$ cat config.mk
export PLATFORM = sky130hd
export DESIGN_NAME = fosl_serial_loader
export DESIGN_NICKNAME = d
export VERILOG_FILES = /design/src/fosl_serial_loader.v /design/src/fosl_valid_delay.v
export VERILOG_INCLUDE_DIRS = /design/src
export SDC_FILE = /design/constraint.sdc
export NUM_CORES = 1
export LEC_CHECK = 0
export ABC_AREA = 0
export BUFFER_PORTS_ARGS = -buffer_cell sky130_fd_sc_hd__buf_2
export CAP_MARGIN = 20
export CELL_PAD_IN_SITES_DETAIL_PLACEMENT = 0
export CELL_PAD_IN_SITES_GLOBAL_PLACEMENT = 1
export CORE_MARGIN = 10
export CORE_UTILIZATION = 36
export CTS_BUF_LIST = sky130_fd_sc_hd__clkbuf_16
export DETAILED_ROUTE_END_ITERATION = 6
export PLACE_DENSITY = 0.84
export REMOVE_ABC_BUFFERS = 1
export SLEW_MARGIN = 20
export SYNTH_ARGS = -nofsm -noshare
export SYNTH_HDL_FRONTEND = slang
export SYNTH_SLANG_ARGS = --single-unit
$ cat constraint.sdc
create_clock -name clk -period 2.2 [get_ports clk]
set_clock_uncertainty 0.05 [all_clocks]
set_input_delay 0.22 -clock clk [delete_from_list [all_inputs] [get_ports clk]]
set_output_delay 0.22 -clock clk [all_outputs]
set_load 0.01 [all_outputs]
$ cat src/fosl_regs.vh
`ifndef FOSL_REGS_VH
`define FOSL_REGS_VH

// Offset bits for the smallest depth in x9-to-x9 mode
`define FOSL_BASE_BITS_X9     6'd20
// Bits dropped when either port is x18
`define FOSL_X18_SHORTEN      6'd2
// Extra bits per doubling of depth
`define FOSL_BITS_PER_DOUBLE  6'd2
// Flag valid delay after the completing edge, in clock edges
`define FOSL_VALID_DELAY      2
// Offset register reset values
`define FOSL_EMPTY_RST        17'h0007F
`define FOSL_FULL_RST         17'h0007F
// Operation codes
`define FOSL_OP_NONE          2'h0
`define FOSL_OP_WRITE         2'h1
`define FOSL_OP_READ          2'h2
`define FOSL_OP_SHIFT         2'h3

`endif

$ cat src/fosl_serial_loader.v
`timescale 1ns/1ps
`include "fosl_regs.vh"
module fosl_serial_loader
#(
    parameter DEPTH_LOG = 0,
    parameter OFS_W     = 17
)
(
    clk,
    srst,
    master_reset,
    serial_method_strap,
    x9_to_x9_mode,
    first_word_fall_through_mode,
    offset_access_strobe_n,
    shift_program_enable_n,
    write_enable_n,
    read_enable_n,
    serial_in,
    empty_offset_q,
    full_offset_q,
    serial_method_q,
    mem_write_q,
    mem_read_q,
    offset_read_q,
    shift_done_q,
    almost_empty_valid_q,
    almost_full_valid_q
);
    input  wire             clk;
    input  wire             srst;
    input  wire             master_reset;
    input  wire             serial_method_strap;
    input  wire             x9_to_x9_mode;
    input  wire             first_word_fall_through_mode;
    input  wire             offset_access_strobe_n;
    input  wire             shift_program_enable_n;
    input  wire             write_enable_n;
    input  wire             read_enable_n;
    input  wire             serial_in;
    output reg  [OFS_W-1:0] empty_offset_q;
    output reg  [OFS_W-1:0] full_offset_q;
    output reg              serial_method_q;
    output reg              mem_write_q;
    output reg              mem_read_q;
    output reg              offset_read_q;
    output reg              shift_done_q;
    output wire             almost_empty_valid_q;
    output wire             almost_full_valid_q;

    reg  [5:0]       pos_q;
    reg  [5:0]       pos_d;
    reg  [1:0]       op;
    reg              shift_ok;
    reg              read_hit;
    reg              serial_method_d;
    reg              mem_write_d;
    reg              mem_read_d;
    reg              offset_read_d;
    reg              shift_done_d;
    wire [OFS_W-1:0] empty_offset_d;
    wire [OFS_W-1:0] full_offset_d;
    wire [OFS_W-1:0] empty_bit_hit;
    wire [OFS_W-1:0] full_bit_hit;
    wire [31:0]      depth_log_ext;
    wire [5:0]       total_bits;
    wire [5:0]       half_bits;
    wire [5:0]       final_pos;
    wire [5:0]       full_pos;
    wire             last_bit;
    wire             restart;
    wire             bit_shift;
    wire             bit_done;

    // Mode input has no effect here; the same sequence in both timing modes
    wire unused_first_word_fall_through_mode = first_word_fall_through_mode;

    assign depth_log_ext = DEPTH_LOG;
    assign total_bits = `FOSL_BASE_BITS_X9
                      + `FOSL_BITS_PER_DOUBLE * depth_log_ext[5:0]
                      - (x9_to_x9_mode ? 6'd0 : `FOSL_X18_SHORTEN);
    assign half_bits  = {1'b0, total_bits[5:1]};
    assign final_pos  = total_bits - 6'd1;
    assign full_pos   = pos_q - half_bits;
    // Also ends a load left past the end if the width input moves
    assign last_bit   = (pos_q >= final_pos);
    assign restart    = srst | master_reset;
    assign bit_shift  = shift_ok && !last_bit;
    assign bit_done   = shift_ok && last_bit;

    // Each stream position owns exactly one offset bit
    genvar gi;
    generate
        for (gi = 0; gi < OFS_W; gi = gi + 1)
        begin : g_offset_bit
            assign empty_bit_hit[gi]  = shift_ok && (pos_q < half_bits)
                                        && ({26'h0, pos_q} == gi);
            assign full_bit_hit[gi]   = shift_ok && (pos_q >= half_bits)
                                        && ({26'h0, full_pos} == gi);
            assign empty_offset_d[gi] = empty_bit_hit[gi] ? serial_in
                                                          : empty_offset_q[gi];
            assign full_offset_d[gi]  = full_bit_hit[gi] ? serial_in
                                                         : full_offset_q[gi];
        end
    endgenerate

    always @*
    begin
        op       = `FOSL_OP_NONE;
        read_hit = 1'b0;
        shift_ok = 1'b0;
        // Order: strobe, serial enable, write enable, read enable
        case ({offset_access_strobe_n, shift_program_enable_n,
               write_enable_n, read_enable_n})
            4'h3:
                op = `FOSL_OP_SHIFT;
            // Read side has its own clock, so a write must not hide it
            4'h8, 4'hC:
            begin
                op       = `FOSL_OP_WRITE;
                read_hit = 1'b1;
            end
            4'h9, 4'hD:
                op = `FOSL_OP_WRITE;
            4'hA, 4'hE:
            begin
                op       = `FOSL_OP_READ;
                read_hit = 1'b1;
            end
            // Strobe low with serial enable high never shifts
            4'h7:
                op = `FOSL_OP_NONE;
            default:
                op = `FOSL_OP_NONE;
        endcase
        shift_ok = (op == `FOSL_OP_SHIFT) && serial_method_q;
    end

    always @*
    begin
        pos_d = pos_q;
        if (shift_ok)
            pos_d = last_bit ? 6'd0 : pos_q + 6'd1;
    end

    // Method is taken only while a reset is applied
    always @*
    begin
        serial_method_d = serial_method_q;
        if (restart)
            serial_method_d = serial_method_strap;
    end

    always @(posedge clk)
    begin
        serial_method_q <= serial_method_d;
    end

    always @*
    begin
        mem_write_d   = (op == `FOSL_OP_WRITE);
        mem_read_d    = read_hit;
        // Parallel read path only; nothing shifts out
        offset_read_d = !offset_access_strobe_n && write_enable_n
                        && !read_enable_n;
        shift_done_d  = bit_done;
    end

    always @(posedge clk)
    begin
        if (restart)
        begin
            pos_q          <= 6'd0;
            empty_offset_q <= `FOSL_EMPTY_RST;
            full_offset_q  <= `FOSL_FULL_RST;
            shift_done_q   <= 1'b0;
            mem_write_q    <= 1'b0;
            mem_read_q     <= 1'b0;
            offset_read_q  <= 1'b0;
        end
        else
        begin
            pos_q          <= pos_d;
            // Empty offset LSB first, full offset MSB last
            empty_offset_q <= empty_offset_d;
            full_offset_q  <= full_offset_d;
            shift_done_q   <= shift_done_d;
            mem_write_q    <= mem_write_d;
            mem_read_q     <= mem_read_d;
            offset_read_q  <= offset_read_d;
        end
    end

    // Single clock here stands for both write and read sides
    fosl_valid_delay #(.DELAY(`FOSL_VALID_DELAY)) u_full_valid
    (
        .clk        (clk),
        .srst       (restart),
        .invalidate (bit_shift),
        .complete   (bit_done),
        .valid_q    (almost_full_valid_q)
    );

    fosl_valid_delay #(.DELAY(`FOSL_VALID_DELAY)) u_empty_valid
    (
        .clk        (clk),
        .srst       (restart),
        .invalidate (bit_shift),
        .complete   (bit_done),
        .valid_q    (almost_empty_valid_q)
    );
endmodule // fosl_serial_loader

$ cat src/fosl_valid_delay.v
`timescale 1ns/1ps
// Flag validity delay: output rises DELAY edges after a completion pulse
module fosl_valid_delay
#(
    parameter DELAY = 2
)
(
    clk,
    srst,
    invalidate,
    complete,
    valid_q
);
    input  wire clk;
    input  wire srst;
    input  wire invalidate;
    input  wire complete;
    output reg  valid_q;

    reg [DELAY-1:0] pipe_q;

    always @(posedge clk)
    begin
        if (srst)
        begin
            pipe_q  <= {DELAY{1'b0}};
            valid_q <= 1'b1;
        end
        else if (invalidate)
        begin
            pipe_q  <= {DELAY{1'b0}};
            valid_q <= 1'b0;
        end
        else
        begin
            pipe_q <= {pipe_q[DELAY-2:0], complete};
            if (pipe_q[DELAY-1])
                valid_q <= 1'b1;
        end
    end
endmodule // fosl_valid_delay
After elaboration in Yosys (flattened, before gate mapping)
Index checks and enable logic that the tools add are counted.
{"block": "word_totals", "reg_bits": 51, "in_bits": 11, "output_inout_bits": 41, "elab_cells": 153}
{"block": "classes", "addsub": 4, "magnitude_cmp": 3, "n_eq_ne": 41, "n_mux": 8, "n_bitwise": 1, "reduce_logical": 52}
{"op": "6-bit by 4-bit equality test with 1-bit output, second input constant", "count": 16}
{"op": "6-bit by 3-bit equality test with 1-bit output, second input constant", "count": 8}
{"op": "1-bit logical AND", "count": 41}
{"op": "4-bit equality test, second input constant", "count": 6}
{"op": "6-bit by 2-bit equality test with 1-bit output, second input constant", "count": 4}
{"op": "6-bit by 1-bit equality test with 1-bit output, second input constant", "count": 2}
{"op": "6-bit by 5-bit equality test with 1-bit output, second input constant", "count": 2}
{"op": "6-bit logical NOT", "count": 2}
{"op": "4-bit OR reduction", "count": 2}
{"op": "6-bit by 1-bit adder with 6-bit output, second input constant", "count": 1}
{"op": "6-bit by 5-bit greater-or-equal comparator with 1-bit output", "count": 1}
{"op": "6-bit greater-or-equal comparator", "count": 1}
{"op": "6-bit by 5-bit less-than comparator with 1-bit output", "count": 1}
{"op": "6-bit two-way mux", "count": 1}
{"op": "2-bit one-hot mux with 3 select lines", "count": 1}
{"op": "5-bit by 2-bit subtractor with 6-bit output, first input constant", "count": 1}
{"op": "6-bit by 1-bit subtractor with 6-bit output, second input constant", "count": 1}
{"op": "6-bit by 5-bit subtractor with 6-bit output", "count": 1}
{"op": "1-bit two-way mux", "count": 5}
{"op": "4-bit by 2-bit equality test with 1-bit output, second input constant", "count": 1}
{"op": "2-bit nonzero test", "count": 2}
{"op": "2-bit OR reduction", "count": 2}
{"op": "1-bit logical NOT", "count": 3}
{"op": "2-bit by 1-bit equality test with 1-bit output, second input constant", "count": 1}
{"op": "other kinds (3)", "count": 3}

Logic depth before layout (Yosys ltp)
Gate-level depths: netlist (run 1).
{"block": "depth", "depth_word": 7, "mapped_depth": 11, "mapped_depth_nobuf": 9}

Modules after synthesis
A second synthesis (run 1) with hierarchy kept.
{"block": "unflattened", "hier_cells": 258, "area_unflattened_um2": 2348.5}
{"mod": "fosl_serial_loader", "instances": 1, "cells_each": 244, "area_each_um2": 2175.8, "seq_area_each_um2": 910.9}
{"mod": "fosl_valid_delay", "instances": 2, "cells_each": 7, "area_each_um2": 86.3, "seq_area_each_um2": 60.1}

Least setup slack after synthesis (run 1)
No wires, ideal clock.
{"block": "synth_timing", "kind": "reg-to-reg", "start": "reg pos_q[0]", "end": "reg full_offset_q[7]", "setup_ns": 0.132, "t_arrival_ns": 2.217, "required_time_ns": 2.018, "path_slack_ns": -0.199, "path_stages_with_launch": 12, "n_path_buf": 2, "period_less_slack_ns": 2.399, "cell_sequence": "dfxtp_1 -> inv_1 -> ha_1 -> inv_1 -> fa_1 -> buf_2 -> o21a_2 -> nor3_2 -> or4_1 -> buf_2 -> o311ai_4 -> o41ai_2"}
{"block": "synth_between", "elab_chain_len": 3, "elab_cells_between_ends": 5, "cone_classes": "1 x add/sub; 1 x order compare; 1 x eq/ne; 2 x reduce/logical"}
{"element": "start: declaration", "line_no": "fosl_serial_loader.v:51", "rtl": "reg [5:0] pos_q;"}
{"element": "start signal: assignment", "line_no": "fosl_serial_loader.v:183", "rtl": "pos_q <= pos_d;"}
{"element": "6-bit by 5-bit subtractor with 6-bit output or 6-bit by 5-bit greater-or-equal comparator with 1-bit output (tied branches)", "line_no": "fosl_serial_loader.v:84, fosl_serial_loader.v:98"}
{"element": "6-bit by 3-bit equality test with 1-bit output or 1-bit logical AND (tied branches)", "line_no": "fosl_serial_loader.v:99, fosl_serial_loader.v:98"}
{"element": "1-bit logical AND *", "line_no": "fosl_serial_loader.v:99", "rtl": "&& ({26'h0, full_pos} == gi);"}
{"element": "end signal: assignment", "line_no": "fosl_serial_loader.v:175", "rtl": "full_offset_q <= `FOSL_FULL_RST;"}
{"element": "end signal: assignment", "line_no": "fosl_serial_loader.v:186", "rtl": "full_offset_q <= full_offset_d;"}
{"element": "end: declaration", "line_no": "fosl_serial_loader.v:42", "rtl": "output reg [OFS_W-1:0] full_offset_q;"}
Every way passes the cells marked *; elsewhere a longest branch is shown, timed or not.
A chain may end at the register's enable or synchronous reset.

Worst setup path in the final report (run 1)
Same ends and word-level chain as after synthesis.

==> flow_summary_export.csv, run 1 <==
group,metric,value,unit
run_status,status,"complete, but fails checks",
run_status,violations,"setup timing",
worst_setup_path,cpMostUsedCell,"inv_2",
worst_setup_path,worstPathCellList,"inv_2, ha_4, inv_2, fa_2, buf_6, nor2_2, o2111a_1, a211oi_4, buf_4, o311ai_4, o41ai_2",
worst_setup_path,crit_slowest_cell,"fa_2",
synthesis,synth-compound-area-share,0.1452,
clocking,clock_path_buffers,2,
worst_setup_path,crit_type,"reg2reg",
sta,worst_slew_pin_slew,0.5329,ns
synthesis,synth_edf_count,1,
sta,fmax,450.3,MHz
cells_and_area,utilization,0.5184,
floorplan,io_pins,52,
floorplan,core_region_area,0.005991,mm^2
worst_setup_path,endpoint_kind,"flip-flop",
power,p_per_area,588.3,mW/mm^2
grt,antenna_found_initial,0,
clocking,path_clk_slew,0.06,ns
cells_and_area,drive_above_1_share,0.4006,
placement,place_congestion,0.8494,
synthesis,synth_ff_type,"dfxtp_1",
sta,finalCriticalPeriod,2.221,ns
synthesis,ys_ff_latch,48,
sta,postLayoutSetupSlackWorst,-0.02072,ns
synthesis,synth_xor_xnor_area_share,0.01552,
grt,grt_max_degree,21,
synthesis,syn-cell-area,0.002257,mm^2
synthesis,synth_cells,243,
clocking,worstSkewPairLatency,0.28,ns
placement,dp_slack,-0.1269,ns
synthesis,synth.avg_cell_area,9.289,um^2
placement,port_buffers,50,
grt,grt_pass1_wl,10070,um
clocking,cts_buffers,5,
detailed_routing,first_iter_violations,143,
detailed_routing,drc,0,
detailed_routing,detail_route.vias_per_cell,5.202,
detailed_routing,ant_nets,0,
worst_setup_path,critical_path_peak_fanout,4,
cells_and_area,final_cell_mix,"51 x buf_2, 46 x dfxtp_1, 33 x buf_4",
floorplan,dieArea,0.009837,mm^2
sta,relSlewSlack,0.6439,
clocking,cts_tree,"yes",
floorplan,die_h,99.18,um
sta,period_share,1.009,
power,peakVddDrop,0.3249,mV
power,leakagePower,1.290,nW
cells_and_area,diodes,0,
sta,slew_viol_final,0,
cells_and_area,fin_nets,340,
placement,dpl_cell_area,0.002750,mm^2
power,finalPower,1.827,mW
placement,dp_hpwl,4321,um
flow_run,maxCapViolations,0,
cells_and_area,syn_to_final_growth,37.58,%
placement,dp_cells,382,
sta,hold_ws,0.05787,ns
synthesis,synth_mux_area_frac,0.06652,
worst_setup_path,required,2.31,ns
synthesis,synth-simple-area-share,0.2555,
clocking,cts.sinks,48,
detailed_routing,vias,2065,
synthesis,synth_cell_types,54,
clocking,cts-root-buf,"clkbuf_16",
grt,grt_pass1_vias,2058,
synthesis,synth_fa_ha_area_frac,0.04213,
floorplan,die_w,99.18,um
detailed_routing,drt_pass1_iterations,4,
cells_and_area,final_common_cell,"buf_2",
worst_setup_path,critical-path-max-stage-delay,0.38,ns
worst_setup_path,start_kind,"flip-flop",
sta,hold_viol_final,0,
floorplan,num_rows,28,
sta,fin_tns_setup,-0.05338,ns
worst_setup_path,arrival,2.34,ns
floorplan,start_util,0.3768,
sta,rsz0062_at_grt,"true",
cells_and_area,design_area,0.003105,mm^2
cells_and_area,layout.cells.non_filler,397,
synthesis,async_flop_share,0,
hold_path,hold_class,"in2reg",
clocking,htree_levels,2,
grt,grtUsageTotal,0.1218,
sta,finalSetupViolCount,4,
synthesis,synth_warnings,0,
detailed_routing,wl_per_cell,14.93,um
synthesis,seq_area_frac_synth,0.4302,
detailed_routing,drt-total-wl,5929,um
grt,grt_overflow_total,0,
synthesis,synth_top_family_by_area,"simple AND/OR/NAND/NOR gates",
-- critical path: cells and delay by family, from the launching register on --
| family | cells | cell delay [ns] |
|---|---|---|
| AOI/OAI and AO/OA | 4 | 0.69 |
| buffers and inverters | 4 | 0.42 |
| adders and majority gates | 2 | 0.51 |
| DFF | 1 | 0.32 |
| and+or+nand+nor | 1 | 0.10 |
-- worst paths after layout --
| path | slack (ns) | to | depth (start not counted) | from |
|---|---|---|---|---|
| max | -0.02 | full_offset_q[7] | 11 | pos_q[0] |
| min | 0.06 | serial_method_q | 1 | serial_method_strap |
| max reg2reg | -0.02 | full_offset_q[7] | 11 | pos_q[0] |
| min reg2reg | 0.40 | u_full_valid.valid_q | 2 | u_full_valid.pipe_q[1] |
-- cells by family after synthesis --
| group | after synthesis |
|---|---|
| AND/OR/NAND/NOR | 104 |
| flip-flops | 48 |
| AO/OA/AOI/OAI | 41 |
| buffers and inverters | 24 |
| multiplexers | 15 |
| adder cells (fa/ha/maj) | 7 |
| XOR/XNOR | 4 |
-- layout make-up --
cell class                      count  area (um^2)
Fill cell                         547         2885
Clock buffer                        5        125.1
Tap cell                           75        93.84
Clock inverter                      2        33.78
Sequential cell                    48        972.2
Multi-Input combinational cell    171         1318
Inverter                           10        37.54
Timing Repair Buffer               86        525.5
-- state kept, by name, indices dropped and copies added (netlist names), 2 cells and up --
name                 cells
full_offset_q           17
empty_offset_q          17
pos_q                    6
u_full_valid.pipe_q      2
-- timing repair --
item                       in CTS  in global routing
gates resized for setup        14                 19
hold buffers                    0                  0
pin swaps                       8                  8
setup endpoints to repair      11                 25
cloned                          0                  1
setup buffers                   9                  0
-- where the power goes --
group          switching, mW  internal, mW
Sequential           0.00120         0.875
Clock                  0.314         0.526
Combinational         0.0634        0.0472
Total                  0.379          1.45
-- routing by layer --
layer  global-route usage  part of all wire  vias to the layer above
li1                     -                 -                     1023
met5                    0                 0                        -
met4              0.03197            0.0076                        0
met1               0.1487              0.46                      979
met2               0.2024              0.47                       57
met3              0.03737             0.058                        6
-- synthesized netlist by cell type, types with 2 or more instances --
| cell | n | area (um^2) |
|---|---|---|
| nor3_2 | 4 | 40.04 |
| nor2_1 | 36 | 135.1 |
| nand3b_1 | 2 | 15.01 |
| inv_1 | 10 | 37.54 |
| clkbuf_1 | 7 | 26.28 |
| a31oi_1 | 4 | 25.02 |
| o211ai_1 | 5 | 37.54 |
| buf_2 | 6 | 30.03 |
| nand2_1 | 12 | 45.04 |
| o31ai_1 | 6 | 45.04 |
| mux2i_1 | 15 | 150.1 |
| nand4_1 | 3 | 18.77 |
| a211oi_1 | 2 | 15.01 |
| nand2b_1 | 5 | 31.28 |
| nand3_1 | 17 | 85.08 |
| xnor2_1 | 3 | 26.28 |
| a21oi_1 | 5 | 25.02 |
| ha_1 | 6 | 75.07 |
| dfxtp_1 | 47 | 940.9 |
| o21ai_0 | 6 | 30.03 |
| nor4_1 | 2 | 12.51 |
| and2_1 | 5 | 31.28 |
| nor3_1 | 4 | 20.02 |
Power figures use the tool's default switching activity.
==> run 2, diff against run 1 <==
--- a/config.mk
+++ b/config.mk
@@ -7,15 +7,16 @@
 export NUM_CORES = 1
 export LEC_CHECK = 0
 export ABC_AREA = 0
-export BUFFER_PORTS_ARGS = -buffer_cell sky130_fd_sc_hd__buf_2
 export CAP_MARGIN = 20
 export CELL_PAD_IN_SITES_DETAIL_PLACEMENT = 0
 export CELL_PAD_IN_SITES_GLOBAL_PLACEMENT = 1
 export CORE_MARGIN = 10
-export CORE_UTILIZATION = 36
+export CORE_UTILIZATION = 42
 export CTS_BUF_LIST = sky130_fd_sc_hd__clkbuf_16
+export CTS_CLUSTER_DIAMETER = 80
 export DETAILED_ROUTE_END_ITERATION = 6
-export PLACE_DENSITY = 0.84
+export DONT_BUFFER_PORTS = 1
+export PLACE_DENSITY_LB_ADDON = 0.3
 export REMOVE_ABC_BUFFERS = 1
 export SLEW_MARGIN = 20
 export SYNTH_ARGS = -nofsm -noshare
==> run 2 against run 1 <==
Compared with the run above: the flow still finishes with violations (setup timing); die area shrank 11%; sequential power is essentially flat; setup slack lost 0.0042 ns; register-to-register slack is essentially flat; global-route usage grew 1.4 points; wire length shrank 4.1%; critical endpoint unchanged; sequential share of layout area grew 3.8 points; via count shrank 12%; clock power shrank 13%; combinational power shrank 16%.
==> flow_summary_export.csv, run 2 (synthesis gave the netlist of run 1 again) <==
group,metric,value,unit
floorplan,die_w,93.31,um
placement,port_buffers,0,
grt,grt_max_degree,27,
detailed_routing,first_iter_violations,85,
grt,grt_overflow_total,0,
clocking,cts_buffers,5,
power,p_per_area,616.9,mW/mm^2
sta,fin_tns_setup,-0.02496,ns
detailed_routing,drt-total-wl,5688,um
floorplan,core_region_area,0.005172,mm^2
grt,grt_pass1_vias,1965,
worst_setup_path,critical_path_peak_fanout,6,
cells_and_area,syn_to_final_growth,22.56,%
power,peakVddDrop,0.3755,mV
cells_and_area,utilization,0.5348,
flow_run,maxCapViolations,0,
floorplan,dieArea,0.008707,mm^2
worst_setup_path,crit_type,"reg2reg",
floorplan,die_h,93.31,um
worst_setup_path,reg2reg_slack,-0.02,ns
grt,grt_pass1_wl,9680,um
grt,grtUsageTotal,0.1360,
cells_and_area,design_area,0.002766,mm^2
detailed_routing,drc,0,
worst_setup_path,required,2.32,ns
floorplan,num_rows,26,
hold_path,min_to,"mem_read_q",
sta,worst_slew_pin_slew,0.5262,ns
cells_and_area,final_cell_mix,"46 x dfxtp_1, 33 x nor2_1, 26 x buf_4",
sta,postLayoutSetupSlackWorst,-0.02496,ns
sta,period_share,1.011,
sta,fmax,449.4,MHz
worst_setup_path,endpoint_kind,"flip-flop",
power,finalPower,1.707,mW
sta,slew_viol_final,0,
placement,place_congestion,0.7866,
cells_and_area,top_regs,"empty_offset_q x17, full_offset_q x17, pos_q x6",
detailed_routing,wl_per_cell,16.83,um
clocking,cts-root-buf,"clkbuf_16",
hold_path,hold_class,"in2reg",
clocking,htree_levels,2,
floorplan,io_pins,52,
grt,antenna_found_initial,0,
worst_setup_path,start_kind,"flip-flop",
run_status,status,"complete, but fails checks",
sta,rsz0062_at_grt,"true",
cells_and_area,drive_above_1_share,0.2500,
clocking,worstSkewPairLatency,0.29,ns
sta,hold_viol_final,0,
detailed_routing,ant_nets,0,
hold_path,min_from,"offset_access_strobe_n",
placement,dpl_cell_area,0.002486,mm^2
detailed_routing,drt_pass1_iterations,6,
worst_setup_path,arrival,2.34,ns
clocking,cts.sinks,48,
cells_and_area,fin_nets,285,
worst_setup_path,ff2ff_path_depth,8,
run_status,violations,"setup timing",
sta,finalSetupViolCount,1,
worst_setup_path,r2r-start,"pos_q[0]",
clocking,clock_path_buffers,2,
cells_and_area,final_common_cell,"dfxtp_1",
detailed_routing,detail_route.vias_per_cell,5.405,
power,leakagePower,1.025,nW
hold_path,min_path_cells,2,
worst_setup_path,r2r_end,"full_offset_q[7]",
clocking,cts_tree,"yes",
sta,finalCriticalPeriod,2.225,ns
floorplan,start_util,0.4364,
cells_and_area,nFillCells,487,
placement,dp_hpwl,4148,um
sta,relSlewSlack,0.6483,
cells_and_area,diodes,0,
clocking,path_clk_slew,0.07,ns
detailed_routing,vias,1827,
==> run 2: layout make-up <==
type	count	area, um^2	area share
sequential	48	972.2	0.3514
timing repair buffer	31	247.7	0.08955
inverter	10	37.54	0.01357
clock buffer	5	125.1	0.04523
clock inverter	3	16.27	0.005880
multi-input combinational	171	1280	0.4627
tap	70	87.58	0.03166
==> run 2: per-layer routing <==
layer	track usage	vias to the layer above	wire length, um
li1	-	916	-
met1	0.1582	865	2453
met2	0.2251	39	2716
met3	0.04956	7	445
met4	0.04627	0	72
met5	0	-	0
==> run 2: through the flow <==
stage / hold WS (ns) / setup slack, ns / instances
floorplan: 0.2424 / -0.2984 / 229
global placement: 0.2438 / -0.1235 / 326
detailed placement: 0.2453 / -0.1389 / 326
CTS: 0.008967 / -0.09434 / 339
global route: 0.01712 / -0.1022 / 338
finish: 0.01209 / -0.02496 / 338
==> run 2: worst max-delay path by stage <==
stage | slack, ns | startpoint | end | cells after the start
floorplan | -0.30 | master_reset | full_offset_q[2] | 4
global placement | -0.12 | pos_q[0] | full_offset_q[7] | 9
detailed placement | -0.14 | pos_q[0] | full_offset_q[7] | 9
CTS | -0.09 | pos_q[0] | full_offset_q[7] | 9
global route | -0.10 | pos_q[0] | full_offset_q[7] | 8
finish | -0.02 | pos_q[0] | full_offset_q[7] | 8
==> run 2: power by group <==
part           total [mW]  internal, mW  switching, mW
Sequential          0.879         0.875        0.00350
Combinational      0.0928        0.0383         0.0545
Clock               0.735         0.415          0.320
==> run 2: worst max-delay path, stage by stage (launching register included) <==
cell and delay (ns):
dfxtp_2 0.32, inv_2 0.07, ha_4 0.13, inv_2 0.03, fa_2 0.57, nand2_2 0.06
or4_4 0.51, o311ai_4 0.26, o41ai_2 0.10
==> run 2: timing repair <==
action | in CTS | in global routing
hold endpoints to repair | 4 | 0
setup buffers | 2 | 0
pin swaps | 6 | 4
hold buffers | 3 | 0
resized for setup | 18 | 10
endpoints found under the setup margin | 16 | 18
